**config.mk**
```make
export PLATFORM = sky130hd
export DESIGN_NAME = erc_core
export DESIGN_NICKNAME = d
export VERILOG_FILES = /design/src/core/erc_pkg.sv /design/src/core/erc_alu_if.sv /design/src/core/erc_alu.sv /design/src/core/erc_core.sv
export SDC_FILE = /design/constraint.sdc
export NUM_CORES = 1
export LEC_CHECK = 0
export ABC_AREA = 0
export ABC_CLOCK_PERIOD_IN_PS = 5600
export BUFFER_PORTS_ARGS = -buffer_cell sky130_fd_sc_hd__buf_2
export CORE_MARGIN = 2
export CORE_UTILIZATION = 25
export DETAILED_ROUTE_END_ITERATION = 10
export PLACE_DENSITY = 0.5
export SYNTH_ARGS = -nofsm -noshare
export SYNTH_HDL_FRONTEND = slang
export SYNTH_SLANG_ARGS = --single-unit
```
**constraint.sdc**
```tcl
create_clock -name CLK -period 5.6 [get_ports CLK]
set_input_delay 0.28 -clock CLK [delete_from_list [all_inputs] [get_ports CLK]]
set_output_delay 0.28 -clock CLK [all_outputs]
set_load 0.005 [all_outputs]
```
**src/core/erc_pkg.sv**
```systemverilog
// erc_pkg: shared constants, opcode patterns and types of the instruction core.
// assumes 16-bit instruction words and the usual 8-bit status register layout.
package erc_pkg;

  // status register bit positions
  localparam int unsigned FLAG_C = 0;
  localparam int unsigned FLAG_Z = 1;
  localparam int unsigned FLAG_N = 2;
  localparam int unsigned FLAG_V = 3;
  localparam int unsigned FLAG_S = 4;
  localparam int unsigned FLAG_H = 5;
  localparam int unsigned FLAG_T = 6;
  localparam int unsigned FLAG_I = 7;

  // flag groups written by each instruction class
  localparam logic [7:0] MASK_ARITH = 8'h2F;
  localparam logic [7:0] MASK_LOGIC = 8'h0E;
  localparam logic [7:0] MASK_ROT = 8'h0F;
  localparam logic [7:0] MASK_PAIR = 8'h1F;

  // values after reset
  localparam logic [15:0] PC_RESET = 16'h0000;
  localparam logic [7:0] STATUS_RESET = 8'h00;
  localparam logic [16:0] HOLD_RESET = 17'h00000;

  // two-word instruction detection
  localparam logic [15:0] LONG_LDST_MASK = 16'hFC0F;
  localparam logic [15:0] LONG_LDST_CODE = 16'h9000;
  localparam logic [15:0] LONG_JMP_MASK = 16'hFE0C;
  localparam logic [15:0] LONG_JMP_CODE = 16'h940C;

  // register pair base and bit-accessible i/o limit
  localparam logic [1:0] PAIR_BASE = 2'h3;
  localparam logic [4:0] IO_BIT_LAST = 5'h1F;

  // opcode patterns
  localparam logic [15:0] OPC_ADD_ADC = 16'b000?_11??_????_????;
  localparam logic [15:0] OPC_SUB_SBC = 16'b000?_10??_????_????;
  localparam logic [15:0] OPC_CP_CPC = 16'b000?_01??_????_????;
  localparam logic [15:0] OPC_EQ_SKIP = 16'b0001_00??_????_????;
  localparam logic [15:0] OPC_LOGIC = 16'b0010_????_????_????;
  localparam logic [15:0] OPC_CMP_IMM = 16'b0011_????_????_????;
  localparam logic [15:0] OPC_DIFF_IMM = 16'b010?_????_????_????;
  localparam logic [15:0] OPC_LOGIC_IMM = 16'b011?_????_????_????;
  localparam logic [15:0] OPC_LOAD_IMM = 16'b1110_????_????_????;
  localparam logic [15:0] OPC_ROT_RIGHT = 16'b1001_010?_????_0111;
  localparam logic [15:0] OPC_PTR_JUMP = 16'b1001_010?_0000_1001;
  localparam logic [15:0] OPC_PAIR_IMM = 16'b1001_011?_????_????;
  localparam logic [15:0] OPC_IO_BIT = 16'b1001_10?0_????_????;
  localparam logic [15:0] OPC_IO_SKIP = 16'b1001_10?1_????_????;
  localparam logic [15:0] OPC_REL_JUMP = 16'b110?_????_????_????;
  localparam logic [15:0] OPC_FLAG_BRANCH = 16'b1111_0???_????_????;
  localparam logic [15:0] OPC_REG_SKIP = 16'b1111_11??_????_0???;

  typedef enum logic [2:0] {
    ALU_ADD = 3'h0,
    ALU_SUB = 3'h1,
    ALU_AND = 3'h2,
    ALU_XOR = 3'h3,
    ALU_OR = 3'h4,
    ALU_ROR = 3'h5
  } erc_alu_op_t;

  typedef enum logic [1:0] {
    ST_EXEC = 2'b00,
    ST_SECOND = 2'b01,
    ST_THIRD = 2'b11
  } erc_state_t;

  typedef enum logic [2:0] {
    JOB_WAIT = 3'h0,
    JOB_PAIR = 3'h1,
    JOB_IO = 3'h2,
    JOB_CALL = 3'h3,
    JOB_SKIP = 3'h4
  } erc_job_t;

endpackage

```
**src/core/erc_alu_if.sv**
```systemverilog
// erc_alu_if: operands, carry and zero inputs, result and flags of the byte alu.
// assumes one driver module (core) and one computing module (alu).
`timescale 1ns/100ps
interface erc_alu_if;
  import erc_pkg::*;
  erc_alu_op_t op;
  logic [7:0] a;
  logic [7:0] b;
  logic cin;
  logic zin;
  logic [7:0] res;
  logic c;
  logic h;
  logic v;
  logic n;
  logic z;
  modport core(output op, a, b, cin, zin, input res, c, h, v, n, z);
  modport alu(input op, a, b, cin, zin, output res, c, h, v, n, z);
endinterface

```
**src/core/erc_alu.sv**
```systemverilog
// erc_alu: combinational byte alu for add, subtract, logic and rotate.
// assumes the core gates which flags it keeps; zin chains zero for the subtract and compare carry forms.
`timescale 1ns/100ps
module erc_alu
  import erc_pkg::*;
(
  erc_alu_if.alu bus
);
  logic [7:0] a;
  logic [7:0] b;
  logic [7:0] r;

  always_comb begin
    a = bus.a;
    b = bus.b;
    r = 8'h00;
    bus.c = 1'b0;
    bus.h = 1'b0;
    bus.v = 1'b0;
    unique case (bus.op)
      ALU_ADD: begin
        r = a + b + {7'h00, bus.cin};
        bus.h = (a[3] & b[3]) | (b[3] & ~r[3]) | (~r[3] & a[3]);
        bus.c = (a[7] & b[7]) | (b[7] & ~r[7]) | (~r[7] & a[7]);
        bus.v = (a[7] & b[7] & ~r[7]) | (~a[7] & ~b[7] & r[7]);
      end
      ALU_SUB: begin
        r = a - b - {7'h00, bus.cin};
        bus.h = (~a[3] & b[3]) | (b[3] & r[3]) | (r[3] & ~a[3]);
        bus.c = (~a[7] & b[7]) | (b[7] & r[7]) | (r[7] & ~a[7]);
        bus.v = (a[7] & ~b[7] & ~r[7]) | (~a[7] & b[7] & r[7]);
      end
      ALU_AND: r = a & b;
      ALU_XOR: r = a ^ b;
      ALU_OR: r = a | b;
      ALU_ROR: begin
        r = {bus.cin, a[7:1]};
        bus.c = a[0];
        bus.v = r[7] ^ a[0];
      end
      default: r = a;
    endcase
    bus.res = r;
    bus.n = r[7];
    bus.z = (r == 8'h00) & bus.zin;
  end
endmodule

```
**src/core/erc_core.sv**
```systemverilog
// erc_core: fetch, decode and execute of the arithmetic, logic, branch, skip and i/o bit group.
// assumes program memory and register file read combinationally on the same clock,
// the i/o space honours a per-bit write mask, and an outside stack takes pushed bytes.
`timescale 1ns/100ps
module erc_core
  import erc_pkg::*;
(
  // clock and reset
  input wire logic CLK,
  input wire logic ARST_N,
  // program memory
  output logic [15:0] PM_ADDR,
  input wire logic [15:0] PM_DATA,
  // register file
  output logic [4:0] RF_A_ADDR,
  input wire logic [7:0] RF_A_DATA,
  output logic [4:0] RF_B_ADDR,
  input wire logic [7:0] RF_B_DATA,
  output logic RF_WE,
  output logic [4:0] RF_W_ADDR,
  output logic [7:0] RF_W_DATA,
  input wire logic [15:0] Z_PTR,
  // i/o space
  output logic [4:0] IO_ADDR,
  input wire logic [7:0] IO_RD_DATA,
  output logic IO_WE,
  output logic [7:0] IO_WR_DATA,
  output logic [7:0] IO_WR_MASK,
  // return address push
  output logic PUSH_EN,
  output logic [7:0] PUSH_DATA,
  // status
  output logic [7:0] STATUS_FLAGS
);

  erc_alu_if alu_bus();

  erc_alu u_alu (
    .bus(alu_bus.alu)
  );

  erc_state_t state;
  erc_state_t next_state;
  erc_job_t job;
  erc_job_t next_job;
  logic [15:0] pc;
  logic [15:0] next_pc;
  logic [7:0] status_flags_register;
  logic [7:0] next_status_flags_register;
  logic [4:0] hold_addr;
  logic [4:0] next_hold_addr;
  logic [16:0] hold_word;
  logic [16:0] next_hold_word;
  logic [7:0] hold_flags;
  logic [7:0] next_hold_flags;

  logic [15:0] inst;
  logic [4:0] dst;
  logic [4:0] src;
  logic [4:0] dst_hi;
  logic [7:0] imm;
  logic [7:0] flag_mask;
  logic [7:0] flag_new;
  logic [15:0] pair_word;
  logic [15:0] pair_res;
  logic [5:0] pair_imm;
  logic [7:0] pair_flags;
  logic flag_sel;
  logic is_long;

  assign inst = PM_DATA;
  assign dst = inst[8:4];
  assign src = {inst[9], inst[3:0]};
  assign dst_hi = {1'b1, inst[7:4]};
  assign imm = {inst[11:8], inst[3:0]};
  assign pair_imm = {inst[7:6], inst[3:0]};
  assign pair_word = {RF_B_DATA, RF_A_DATA};
  assign PM_ADDR = pc;
  assign STATUS_FLAGS = status_flags_register;

  // two-word instruction seen at the skipped slot
  assign is_long = ((inst & LONG_LDST_MASK) == LONG_LDST_CODE) ||
                   ((inst & LONG_JMP_MASK) == LONG_JMP_CODE);

  // pair arithmetic across the sixteen-bit register pair
  always_comb begin
    pair_flags = 8'h00;
    if (inst[8]) begin
      pair_res = pair_word - {10'h000, pair_imm};
      pair_flags[FLAG_V] = pair_word[15] & ~pair_res[15];
      pair_flags[FLAG_C] = pair_res[15] & ~pair_word[15];
    end else begin
      pair_res = pair_word + {10'h000, pair_imm};
      pair_flags[FLAG_V] = ~pair_word[15] & pair_res[15];
      pair_flags[FLAG_C] = ~pair_res[15] & pair_word[15];
    end
    pair_flags[FLAG_N] = pair_res[15];
    pair_flags[FLAG_Z] = (pair_res == 16'h0000);
    pair_flags[FLAG_S] = pair_flags[FLAG_N] ^ pair_flags[FLAG_V];
  end

  // branch condition: the signed-test position is decided from N and V directly
  always_comb begin
    if (inst[2:0] == FLAG_S[2:0]) begin
      flag_sel = status_flags_register[FLAG_N] ^ status_flags_register[FLAG_V];
    end else begin
      flag_sel = status_flags_register[inst[2:0]];
    end
  end

  always_comb begin
    next_state = state;
    next_job = job;
    next_pc = pc;
    next_hold_addr = hold_addr;
    next_hold_word = hold_word;
    next_hold_flags = hold_flags;
    alu_bus.op = ALU_ADD;
    alu_bus.a = RF_A_DATA;
    alu_bus.b = RF_B_DATA;
    alu_bus.cin = 1'b0;
    alu_bus.zin = 1'b1;
    RF_A_ADDR = dst;
    RF_B_ADDR = src;
    RF_WE = 1'b0;
    RF_W_ADDR = dst;
    RF_W_DATA = alu_bus.res;
    IO_ADDR = inst[7:3];
    IO_WE = 1'b0;
    IO_WR_DATA = 8'h00;
    IO_WR_MASK = 8'h00;
    PUSH_EN = 1'b0;
    PUSH_DATA = 8'h00;
    flag_mask = 8'h00;
    flag_new = {2'b00, alu_bus.h, alu_bus.n ^ alu_bus.v, alu_bus.v, alu_bus.n, alu_bus.z, alu_bus.c};
    unique case (state)
      ST_EXEC: begin
        next_pc = pc + 16'h0001;
        casez (inst)
          OPC_ADD_ADC: begin
            alu_bus.cin = inst[12] & status_flags_register[FLAG_C];
            RF_WE = 1'b1;
            flag_mask = MASK_ARITH;
          end
          OPC_SUB_SBC: begin
            alu_bus.op = ALU_SUB;
            alu_bus.cin = ~inst[12] & status_flags_register[FLAG_C];
            alu_bus.zin = inst[12] | status_flags_register[FLAG_Z];
            RF_WE = 1'b1;
            flag_mask = MASK_ARITH;
          end
          OPC_CP_CPC: begin
            alu_bus.op = ALU_SUB;
            alu_bus.cin = ~inst[12] & status_flags_register[FLAG_C];
            alu_bus.zin = inst[12] | status_flags_register[FLAG_Z];
            flag_mask = MASK_ARITH;
          end
          OPC_CMP_IMM: begin
            RF_A_ADDR = dst_hi;
            alu_bus.op = ALU_SUB;
            alu_bus.b = imm;
            flag_mask = MASK_ARITH;
          end
          OPC_DIFF_IMM: begin
            RF_A_ADDR = dst_hi;
            RF_W_ADDR = dst_hi;
            alu_bus.op = ALU_SUB;
            alu_bus.b = imm;
            alu_bus.cin = ~inst[12] & status_flags_register[FLAG_C];
            alu_bus.zin = inst[12] | status_flags_register[FLAG_Z];
            RF_WE = 1'b1;
            flag_mask = MASK_ARITH;
          end
          OPC_LOGIC: begin
            unique case (inst[11:10])
              2'b00: alu_bus.op = ALU_AND;
              2'b01: alu_bus.op = ALU_XOR;
              default: alu_bus.op = ALU_OR;
            endcase
            RF_WE = (inst[11:10] != 2'b11);
            flag_mask = (inst[11:10] != 2'b11) ? MASK_LOGIC : 8'h00;
          end
          OPC_LOGIC_IMM: begin
            RF_A_ADDR = dst_hi;
            RF_W_ADDR = dst_hi;
            alu_bus.op = inst[12] ? ALU_AND : ALU_OR;
            alu_bus.b = imm;
            RF_WE = 1'b1;
            flag_mask = MASK_LOGIC;
          end
          OPC_LOAD_IMM: begin
            RF_W_ADDR = dst_hi;
            RF_W_DATA = imm;
            RF_WE = 1'b1;
          end
          OPC_PTR_JUMP: begin
            next_pc = Z_PTR;
            next_hold_word = {1'b0, pc + 16'h0001};
            next_job = inst[8] ? JOB_CALL : JOB_WAIT;
            next_state = ST_SECOND;
          end
          OPC_ROT_RIGHT: begin
            alu_bus.op = ALU_ROR;
            alu_bus.cin = status_flags_register[FLAG_C];
            RF_WE = 1'b1;
            flag_mask = MASK_ROT;
          end
          OPC_PAIR_IMM: begin
            RF_A_ADDR = {PAIR_BASE, inst[5:4], 1'b0};
            RF_B_ADDR = {PAIR_BASE, inst[5:4], 1'b1};
            RF_W_ADDR = {PAIR_BASE, inst[5:4], 1'b0};
            RF_W_DATA = pair_res[7:0];
            RF_WE = 1'b1;
            next_hold_addr = {PAIR_BASE, inst[5:4], 1'b1};
            next_hold_word = {9'h000, pair_res[15:8]};
            next_hold_flags = pair_flags;
            next_job = JOB_PAIR;
            next_state = ST_SECOND;
          end
          OPC_IO_BIT: begin
            next_hold_addr = inst[7:3] & IO_BIT_LAST;
            next_hold_word = {8'h00, inst[9], 8'h01 << inst[2:0]};
            next_job = JOB_IO;
            next_state = ST_SECOND;
          end
          OPC_IO_SKIP: begin
            if (IO_RD_DATA[inst[2:0]] == inst[9]) begin
              next_job = JOB_SKIP;
              next_state = ST_SECOND;
            end
          end
          OPC_EQ_SKIP: begin
            if (RF_A_DATA == RF_B_DATA) begin
              next_job = JOB_SKIP;
              next_state = ST_SECOND;
            end
          end
          OPC_REG_SKIP: begin
            RF_A_ADDR = dst;
            if (RF_A_DATA[inst[2:0]] == inst[9]) begin
              next_job = JOB_SKIP;
              next_state = ST_SECOND;
            end
          end
          OPC_REL_JUMP: begin
            next_pc = pc + 16'h0001 + {{4{inst[11]}}, inst[11:0]};
            next_hold_word = {1'b0, pc + 16'h0001};
            next_job = inst[12] ? JOB_CALL : JOB_WAIT;
            next_state = ST_SECOND;
          end
          OPC_FLAG_BRANCH: begin
            if (flag_sel != inst[10]) begin
              next_pc = pc + 16'h0001 + {{9{inst[9]}}, inst[9:3]};
              next_job = JOB_WAIT;
              next_state = ST_SECOND;
            end
          end
          default: begin
          end
        endcase
      end
      ST_SECOND: begin
        next_state = ST_EXEC;
        unique case (job)
          JOB_PAIR: begin
            RF_W_ADDR = hold_addr;
            RF_W_DATA = hold_word[7:0];
            RF_WE = 1'b1;
            flag_new = hold_flags;
            flag_mask = MASK_PAIR;
          end
          JOB_IO: begin
            IO_ADDR = hold_addr;
            IO_WE = 1'b1;
            IO_WR_MASK = hold_word[7:0];
            IO_WR_DATA = hold_word[8] ? hold_word[7:0] : 8'h00;
          end
          JOB_CALL: begin
            PUSH_EN = 1'b1;
            PUSH_DATA = hold_word[7:0];
            next_state = ST_THIRD;
          end
          JOB_SKIP: begin
            if (is_long) begin
              next_pc = pc + 16'h0002;
              next_state = ST_THIRD;
            end else begin
              next_pc = pc + 16'h0001;
            end
          end
          default: begin
          end
        endcase
      end
      ST_THIRD: begin
        next_state = ST_EXEC;
        if (job == JOB_CALL) begin
          PUSH_EN = 1'b1;
          PUSH_DATA = hold_word[15:8];
        end
      end
      default: next_state = ST_EXEC;
    endcase
    next_status_flags_register = (status_flags_register & ~flag_mask) | (flag_new & flag_mask);
  end

  always_ff @(posedge CLK or negedge ARST_N) begin
    if (!ARST_N) begin
      state <= ST_EXEC;
      job <= JOB_WAIT;
      pc <= PC_RESET;
      status_flags_register <= STATUS_RESET;
      hold_addr <= 5'h00;
      hold_word <= HOLD_RESET;
      hold_flags <= STATUS_RESET;
    end else begin
      state <= next_state;
      job <= next_job;
      pc <= next_pc;
      status_flags_register <= next_status_flags_register;
      hold_addr <= next_hold_addr;
      hold_word <= next_hold_word;
      hold_flags <= next_hold_flags;
    end
  end

endmodule

```
# Yosys cells after proc, flatten, opt, wreduce, memory -nomap -nowiden
# Index checks and enable logic that the tools add are counted.
# word_totals
input_bits	58
out_inout_bits	79
register_bits	55
elab_cells	227
# op_classes
n_bitwise	57
n_eq_ne	47
n_lt_le_gt_ge	1
n_shift	1
muxes	79
reduce_logical	25
n_addsub	10
# ops
op	n
one-hot mux 16 bit (3 select lines)	2
2-to-1 mux 8 bit	10
2-to-1 mux 16 bit	4
one-hot mux 8 bit (2 select lines)	3
one-hot mux 8 bit (6 select lines)	1
one-hot mux 5 bit (2 select lines)	4
2-to-1 mux 5 bit	7
adder 16 bit	2
one-hot mux 16 bit (2 select lines)	1
== test 7 bit (second input constant)	4
AND 1 bit	25
AND 8 bit	3
one-hot mux 3 bit (8 select lines)	1
one-hot mux 6 bit (4 select lines)	1
== test 3 x 2 -> 1 bit (second input constant)	6
2-to-1 mux 3 bit	6
adder 16 x 1 -> 16 bit (second input constant)	1
adder 16 x 2 -> 16 bit (second input constant)	1
adder 16 x 6 -> 16 bit	1
zero test 16 bit	1
bitwise OR 8 bit	2
subtractor 16 x 6 -> 16 bit	1
== test 15 bit (second input constant)	1
== test 3 bit (second input constant)	5
other kinds (56)	127

# Logic depth before layout (Yosys ltp)
# Gate-level depths: netlist of run 1.
# depth
word_depth	15
ltp_mapped	19
mapped_depth_nobuf	18

# Modules after synthesis
# From an unflattened synthesis of run 1, not the netlist that was laid out.
# unflattened
hier_cells	1160
hier_area_um2	8713.4
# modules_own_cells
mod	seq_area_each_um2	instances	area_per_inst_um2	cells_per_inst
erc_core	1326.3	1	7225.7	955
erc_alu	0.0	1	1487.7	205

# Least setup slack after synthesis of run 1
# OpenSTA, ideal clock, no wires.
# synth_timing
path_type	register -> output
startpoint	reg state[0]
endpoint	out RF_W_DATA[7]
slack_ns	1.217
arrival_time_ns	4.103
stages_incl_launch_ff	18
cell_sequence	dfrtp_1 -> or2_2 -> buf_2 -> nor3_2 -> mux2i_1 -> inv_1 -> fa_1 -> inv_1 -> ha_1 -> o21ai_0 -> a31oi_1 -> o21ai_0 -> nand2b_1 -> a211oi_1 -> o2bb2ai_1 -> mux2i_1 -> and3_1 -> a221oi_1
# synth_between
elab_chain_cells	7
elab_cells_between_ends	22
# synth_rtl
element	line	source
start: declaration	erc_core.sv:42	erc_state_t state;
start signal: assignment	erc_core.sv:317	state <= next_state;
zero test 2 bit	erc_core.sv:136	unique case (state)
2-to-1 mux 8 bit	erc_core.sv:136	
subtractor 8 bit / adder 8 bit (equally long branches)	erc_alu.sv:28, erc_alu.sv:22	
subtractor 8 x 1 -> 8 bit / adder 8 x 1 -> 8 bit (equally long branches)	erc_alu.sv:28, erc_alu.sv:22	
one-hot mux 8 bit (6 select lines)	erc_alu.sv:20	unique case (bus.op)
one-hot mux 8 bit (2 select lines) / 2-to-1 mux 8 bit (equally long branches)	erc_core.sv:139, erc_core.sv:264	
one-hot mux 8 bit (2 select lines) *	erc_core.sv:136	
end: declaration	erc_core.sv:21	output logic [7:0] RF_W_DATA,
# Every way passes the cells marked *; elsewhere a longest branch is shown, timed or not.

# Worst setup path in the final report of run 1
# Ends and elaborated chain as after synthesis.

==> key figures, run 1 <==
Global route
  – Initial antenna violation count: 0
  – Largest net degree at the start of global routing: 54
  – Total GRT Usage: 19.4%
  – Overflow after GRT: 0
  – First-pass GRT wire length: 53900 µm
  – Vias in the first global route: 8763

Place
  – PortBufs: 134
  – Pre-CTS setup slack: 776 ps
  – Placed instance count: 1698
  – RePlAce Congestion: 0.940
  – Post-DP HPWL: 28300 µm

Synth
  – Seq/Total Area, Yosys: 15.3%
  – Number of flops mapped to enable cells by yosys: 0
  – Top post-synthesis cells by area: dfrtp_1, ha_1, nor2_1, a21oi_1, nand2_1
  – Most used DFF post-synth: dfrtp_1
  – Top cell type's share of synthesized area: 15.3%
  – Synth cell types: 91
  – Synth Warn #: 0
  – #FFs+latches synth: 53
  – Syn Inst Count: 1150
  – Post-synthesis cell area: 8670 µm²
  – Synth async-reset ratio: 100%
  – Avg Inst Size Synth: 7.54 µm²
  – Synth area leader: dfrtp_1

Worst setup path
  – Crit path top cell by count: inv_1
  – CP peak stage delay: 570 ps
  – Critical path buffers and inverters: 5
  – FF-to-FF Start: state[0]$_DFFE_PN0P_
  – Cell family with the largest share of critical-path delay: compound AO/OA/AOI/OAI gates
  – CP startpoint: state[0]$_DFFE_PN0P_
  – Crit path capture type: output port
  – Crit path kind: flop to output port
  – Crit path DAT: 4940 ps
  – Slowest-stage cell, CP: dfrtp_1
  – Crit-path cells: or2_2 -> nor3_2 -> buf_4 -> mux2i_1 -> inv_1 -> ha_1 -> inv_1 -> ha_1 -> inv_1 -> a31oi_1 -> o21ai_0 -> nand2b_1 -> a211oi_1 -> o2bb2ai_1 -> mux2i_1 -> and3_1 -> a221oi_1 -> buf_2
  – CP max FO: 15
  – Required @ worst endpoint: 5320 ps
  – Worst setup SP type: flop
  – Cells on worst reg2reg path: 17
  – Crit path depth: 18
  – Critical path capture point: RF_W_DATA[7]
  – Worst reg-to-reg setup slack: 1140 ps

Drt
  – Drt total wl: 36400 µm
  – Vias: 9309
  – Drt via density: 5.46
  – Initial DRC count: 805
  – Routed len/inst: 21.3 µm
  – DRC viols: 0
  – Number of antenna-violating nets in the routed design: 0
  – DRT Pass-1 Iters: 6

Final layout
  – Commonest non-fill, non-tap cell in the layout: buf_2
  – Antenna Cells: 0
  – Share of layout cells above drive strength 1: 17.3%
  – Post-route insts no fill: 1706
  – Fill cells: 3822
  – # nets final: 1396
  – Most frequent cells in the layout: buf_2, nor2_1, nand2_1
  – Fin util: 28.8%
  – P&R area growth vs syn: 14.3%

Die
  – Total I/O pin count: 137
  – Placeable core area: 34400 µm²
  – Initial Util: 25.2%
  – Die extent in x: 190 µm
  – Die ar.: 36200 µm²
  – Number of core rows: 68
  – Die height: 190 µm

Clocking
  – Clk_lat worst skew: 320 ps
  – Clock-pin transition on the worst setup and hold timing paths: 80 ps
  – Clock root cell: clkbuf_16
  – CTS tree: yes
  – Max Root-Sink Buffers: 2
  – Post-CTS setup buffer count: 0
  – Cts bufs inserted: 5
  – Number of clock sinks: 53
  – Post_cts resized: 0
  – CTS H-tree lvls: 2
  – # hold bufs at CTS: 0

Timing
  – Worst hold slack: 117 ps
  – Post-route setup TNS: 0 ps
  – Final Hold Fails: 0
  – Pins Over Slew Limit: 0
  – RSZ-0062 raised after global routing: false
  – Crit share post-route: 93.3%
  – Fin worst setup slack: 378 ps
  – Fmax: 191 MHz
  – Fin Clk Skew: 13.3 ps
  – Tmin final: 5220 ps
  – Final setup violation count: 0
  – Measured slew at the worst slew-check pin: 1050 ps
  – Rel. slew slack: 29.7%

Pwr
  – Switch share: 52.9%
  – Combinational share of power: 69.2%
  – Peak VDD IR: 0.139 mV
  – Sequential Power Share: 21.6%
  – Clk pwr share: 9.2%
  – Sw Pwr: 0.00195 W
  – Power per cell area: 372 nW/µm²
  – Internal: 0.00174 W
  – Pleak: 4.41 nW

Job
  – Max-Cap Viols: 0

Min path
  – Hold WC Path Type: input port to asynchronous set/reset pin

Run status
  – Outcome: complete, no violations
[stage by stage]
stage | instance area [µm²] | power (W)
floorplan | 8680 | 0.00248
global placement | 9770 | 0.00330
detailed placement | 9770 | 0.00331
CTS | 9920 | 0.00367
global route | 9920 | 0.00397
finish | 9920 | 0.00369
[synth_stat cells (5+ instances only)]
library cell  number
buf_4              8
a21o_1            17
buf_2              8
o211ai_1           7
a22oi_1           12
o22ai_1           11
nor2b_1           15
a32oi_1            6
a21boi_0           6
clkbuf_1          38
xor2_1            34
inv_1             66
fa_1              10
mux2_2            16
nor2_1           126
a221o_1           10
o21bai_1           8
a211oi_1          10
nor3b_1            6
a21oi_1           94
mux2i_1           25
o21ai_0           67
a32o_1             5
nand3_1           36
nand4_1           11
nand2b_1          12
nand3b_1           5
and3_1            14
a221oi_1          14
buf_6              5
or2_2              6
ha_1              78
or3_1             11
nor4_1             8
a31oi_1           17
o21a_1            10
o31ai_1            7
and2_1            10
nor3_1            34
xnor2_1           29
nand2_1           99
dfrtp_1           53
[routing by layer]
layer / global-route usage, % / vias up / wire length, µm
li1: - / 4410 / -
met1: 26.6 / 4479 / 16500
met2: 32.3 / 364 / 16800
met3: 1.49 / 56 / 1890
met4: 6.65 / 0 / 1140
met5: 0 / - / 0
[kinds of logic (layout without fill, tap and decap cells)]
family | count (synthesis) | after routing | synth area share (%)
mux | 45 | 45 | 6.00
xor+xnor | 64 | 64 | 6.55
flops | 53 | 53 | 15.3
other cells | 1 | 2 | 0.0432
simple gates | 420 | 420 | 24.5
fa+ha+maj | 88 | 88 | 13.6
compound gates | 349 | 349 | 27.5
buf+inv | 130 | 230 | 6.53
[area by class of cell]
cell class / instances / area, µm² / share of cell area (%)
Clock buffer: 5 / 125 / 1.26
Tap cell: 455 / 569 / 5.74
Clock inverter: 3 / 25.0 / 0.252
Sequential cell: 53 / 1330 / 13.4
Multi-Input combinational cell: 968 / 6790 / 68.5
Inverter: 67 / 251 / 2.54
Timing Repair Buffer: 155 / 828 / 8.35
[power by group through the flow]
stage / clock (W) / sequential [W] / combinational (W)
after global placement: 0 / 0.000795 / 0.00250
final: 0.000341 / 0.000795 / 0.00255
after global routing: 0.000355 / 0.000814 / 0.00280
after detailed placement: 0 / 0.000795 / 0.00252
after CTS: 0.000348 / 0.000788 / 0.00253
after floorplan: 0 / 0.000677 / 0.00180
[worst min path at each step]
| stage | startpoint | end | slack [ps] |
|---|---|---|---|
| 3_3_place_gp | hold_word[10]$_DFFE_PN0P_ | hold_word[10]$_DFFE_PN0P_ | 460 |
| 3_5_place_dp | hold_word[10]$_DFFE_PN0P_ | hold_word[10]$_DFFE_PN0P_ | 460 |
| 2_1_floorplan | ARST_N | PM_ADDR[0]$_DFFE_PN0P_ | -20 |
| 5_1_grt | ARST_N | PM_ADDR[14]$_DFFE_PN0P_ | 180 |
| 4_1_cts | ARST_N | asynchronous set/reset pin | 150 |
| 6_report | ARST_N | PM_ADDR[14]$_DFFE_PN0P_ | 120 |
[worst register-to-register path, stage by stage, from the launching register on]
cell and delay, ps:
dfrtp_1 570, or2_2 390, nor3_2 240, buf_4 230
a21o_1 270, inv_1 110, ha_1 300, a21o_1 190
a21oi_1 240, nor2_1 110, o21ai_0 180, a21oi_1 100
nor2_1 110, o21bai_1 110, fa_1 530, mux2_2 350
a221oi_1 230, o21ai_0 100
Note: power is estimated with default switching activity, not from simulation.
==> inputs of run 2 (changes only) <==
SYNTH_HIERARCHICAL = 1   (was unset)
==> key figures, run 2 <==
Run status
  – Outcome: complete, no violations

Clocking
  – Clk_lat worst skew: 310 ps
  – Clock-pin transition on the worst setup and hold timing paths: 80 ps
  – # hold bufs at CTS: 0
  – CTS tree: yes
  – Number of clock sinks: 53
  – Clock root cell: clkbuf_16
  – CTS H-tree lvls: 2
  – Max Root-Sink Buffers: 2
  – Post-CTS setup buffer count: 0
  – Cts bufs inserted: 5

Pwr
  – Peak VDD IR: 0.160 mV
  – Power per cell area: 383 nW/µm²
  – Pleak: 4.42 nW

Place
  – Post-DP HPWL: 27900 µm
  – Placed instance count: 1703
  – RePlAce Congestion: 0.864
  – PortBufs: 134

Synth
  – Syn Inst Count: 1160
  – Avg Inst Size Synth: 7.51 µm²
  – Synth async-reset ratio: 100%
  – Top post-synthesis cells by count: nand2_1, a21oi_1, o21ai_0
  – Top cell type's share of synthesized area: 15.2%
  – Synth Area in Adders: 13.9%
  – Synth cell types: 88
  – Synth Warn #: 6
  – Xor-xnor portion of the synthesized cell area: 6.94%
  – Cell with the most instances after synthesis: nand2_1
  – Most used DFF post-synth: dfrtp_1
  – Post-Synth Simple-Gate Area: 22.6%
  – Post-synthesis cell area: 8710 µm²
  – Mux cell area share after synthesis: 6.78%
  – Number of flops mapped to enable cells by yosys: 0
  – Seq/Total Area, Yosys: 15.2%
  – #FFs+latches synth: 53
  – Top post-synthesis cells by area: dfrtp_1, ha_1, a21oi_1, o21ai_0, nand2_1
  – Synth area leader: dfrtp_1
  – Main combinational cell family by area after synthesis: compound AO/OA/AOI/OAI gates
  – Complex-gate fraction of the synthesized area: 27.8%

Global route
  – Initial antenna violation count: 0
  – Largest net degree at the start of global routing: 54
  – First-pass GRT wire length: 53300 µm
  – Overflow after GRT: 0
  – Total GRT Usage: 19.1%
  – Vias in the first global route: 8806

Drt
  – DRT Pass-1 Iters: 8
  – Initial DRC count: 841
  – M1 wire length: 15900 µm
  – Met3 WL: 2230 µm
  – Vias: 9319
  – Wire length on met2: 16200 µm
  – DRC viols: 0
  – Number of antenna-violating nets in the routed design: 0
  – Routed len/inst: 20.6 µm
  – DR top layer: met4
  – Drt via density: 5.45
  – Drt total wl: 35200 µm

Min path
  – Hold WC Path Type: input port to asynchronous set/reset pin

Worst setup path
  – CP max FO: 10
  – CP startpoint: job[0]$_DFFE_PN0P_
  – Crit path kind: flop to output port
  – Worst setup SP type: flop
  – Crit path capture type: output port
  – Cells on worst reg2reg path: 22
  – Crit path DAT: 5010 ps
  – Required @ worst endpoint: 5320 ps
  – Worst reg-to-reg setup slack: 960 ps
  – FF-to-FF Start: job[0]$_DFFE_PN0P_
  – Critical path capture point: RF_W_DATA[7]

Timing
  – Fin Clk Skew: 11.7 ps
  – Measured slew at the worst slew-check pin: 949 ps
  – Final setup violation count: 0
  – Pins Over Slew Limit: 0
  – Post-route setup TNS: 0 ps
  – Rel. slew slack: 34.9%
  – Crit share post-route: 94.4%
  – Tmin final: 5290 ps
  – Fmax: 189 MHz
  – Final Hold Fails: 0

Final layout
  – # nets final: 1404
  – Share of layout cells above drive strength 1: 17.8%
  – Post-route insts no fill: 1710
  – Most frequent cells in the layout: buf_2, nand2_1, a21oi_1
  – Commonest non-fill, non-tap cell in the layout: buf_2
  – P&R area growth vs syn: 15.0%
  – Antenna Cells: 0
  – Fin util: 29.1%

Die
  – Die ar.: 36400 µm²
  – Number of core rows: 68
  – Placeable core area: 34500 µm²
  – Die height: 191 µm
  – Die extent in x: 191 µm
  – Initial Util: 25.3%
  – Total I/O pin count: 137

Job
  – Max-Cap Viols: 0
-- run 2: cell count changes after synthesis, moves of 4 or more --
cell      change
a222oi_1      +6
a22o_1       +11
a31oi_1       -6
a32oi_1       -5
and2_1        +4
and3_1        +4
clkbuf_1     +20
inv_1         -6
nand2_1      +15
nand3_1       -8
nor2_1       -40
o21ai_0      +21
o31ai_1       +4
xnor2_1       +4
-- run 2: worst max-delay path, stage by stage (launching register included) --
cell	delay [ps]
dfrtp_1	430
nor2_1	140
nand2_1	80
a21oi_2	150
nand2_1	120
nor3_2	200
buf_6	180
mux2_2	380
fa_1	430
a21o_1	210
a21oi_2	180
o21ai_1	140
a21o_1	200
a21oi_1	210
fa_1	480
nor3_1	150
a21oi_1	70
o21ai_0	180
o21ai_0	120
o21ai_2	150
o31ai_1	150
o21ai_2	200
buf_2	150
-- run 2: per-stage QoR --
stage               hold WS [ps]  total power (W)  setup slack (ps)  instance area [µm²]
floorplan                  -15.6          0.00262               648                 8720
global placement             456          0.00348               288                 9860
detailed placement           468          0.00350               264                 9860
CTS                          148          0.00384              46.0                10000
global route                 188          0.00420             -13.6                10000
finish                       110          0.00384               314                10000
-- run 2: final cells by class --
class                   instances  area (µm²)
repair buffers                165         907
flip-flops and latches         53        1330
well taps                     455         569
clock buffers                   5         125
fillers                      3821       24400
clock inverters                 2        16.3
multi-input cells             967        6840
inverters                      63         236
-- run 2: timing repair --
item / 4_1_cts / 5_1_grt
gates cloned: 0 / 0
gates resized for setup: 2 / 5
setup endpoints to repair: 1 / 1
-- run 2: kinds of logic after synthesis --
kind of cell,after synthesis
xor+xnor,69
buf+inv,141
fa+ha+maj,91
other cells,1
mux,48
flops,53
compound gates,364
simple gates,393
-- run 2: report_power, final --
group | switching (W) | total, W | leakage [nW] | internal, W
logic | 0.00160 | 0.00274 | 3.69 | 0.00114
clock network | 0.000164 | 0.000329 | 0.0659 | 0.000165
registers | 0.000239 | 0.000768 | 0.660 | 0.000529
total | 0.00200 | 0.00384 | 4.42 | 0.00183
-- run 2: how the worst min path moves through the flow --
stage               cells after the start                       from                   endpoint  slack [ps]
global route                            2                     ARST_N    PM_ADDR[12]$_DFFE_PN0P_         190
global placement                        2                       flop                       flop         460
detailed placement                      2  hold_flags[2]$_DFFE_PN0P_  hold_flags[2]$_DFFE_PN0P_         470
floorplan                               0                     ARST_N     PM_ADDR[0]$_DFFE_PN0P_         -20
finish                                  2                     ARST_N    PM_ADDR[13]$_DFFE_PN0P_         110
CTS                                     2                     ARST_N    PM_ADDR[11]$_DFFE_PN0P_         150
-- run 2: routing by layer --
layer / up-vias / track usage [%]
li1: 4457 / -
met4: 0 / 5.75
met3: 42 / 2.80
met1: 4485 / 26.1
met5: - / 0
met2: 335 / 31.0
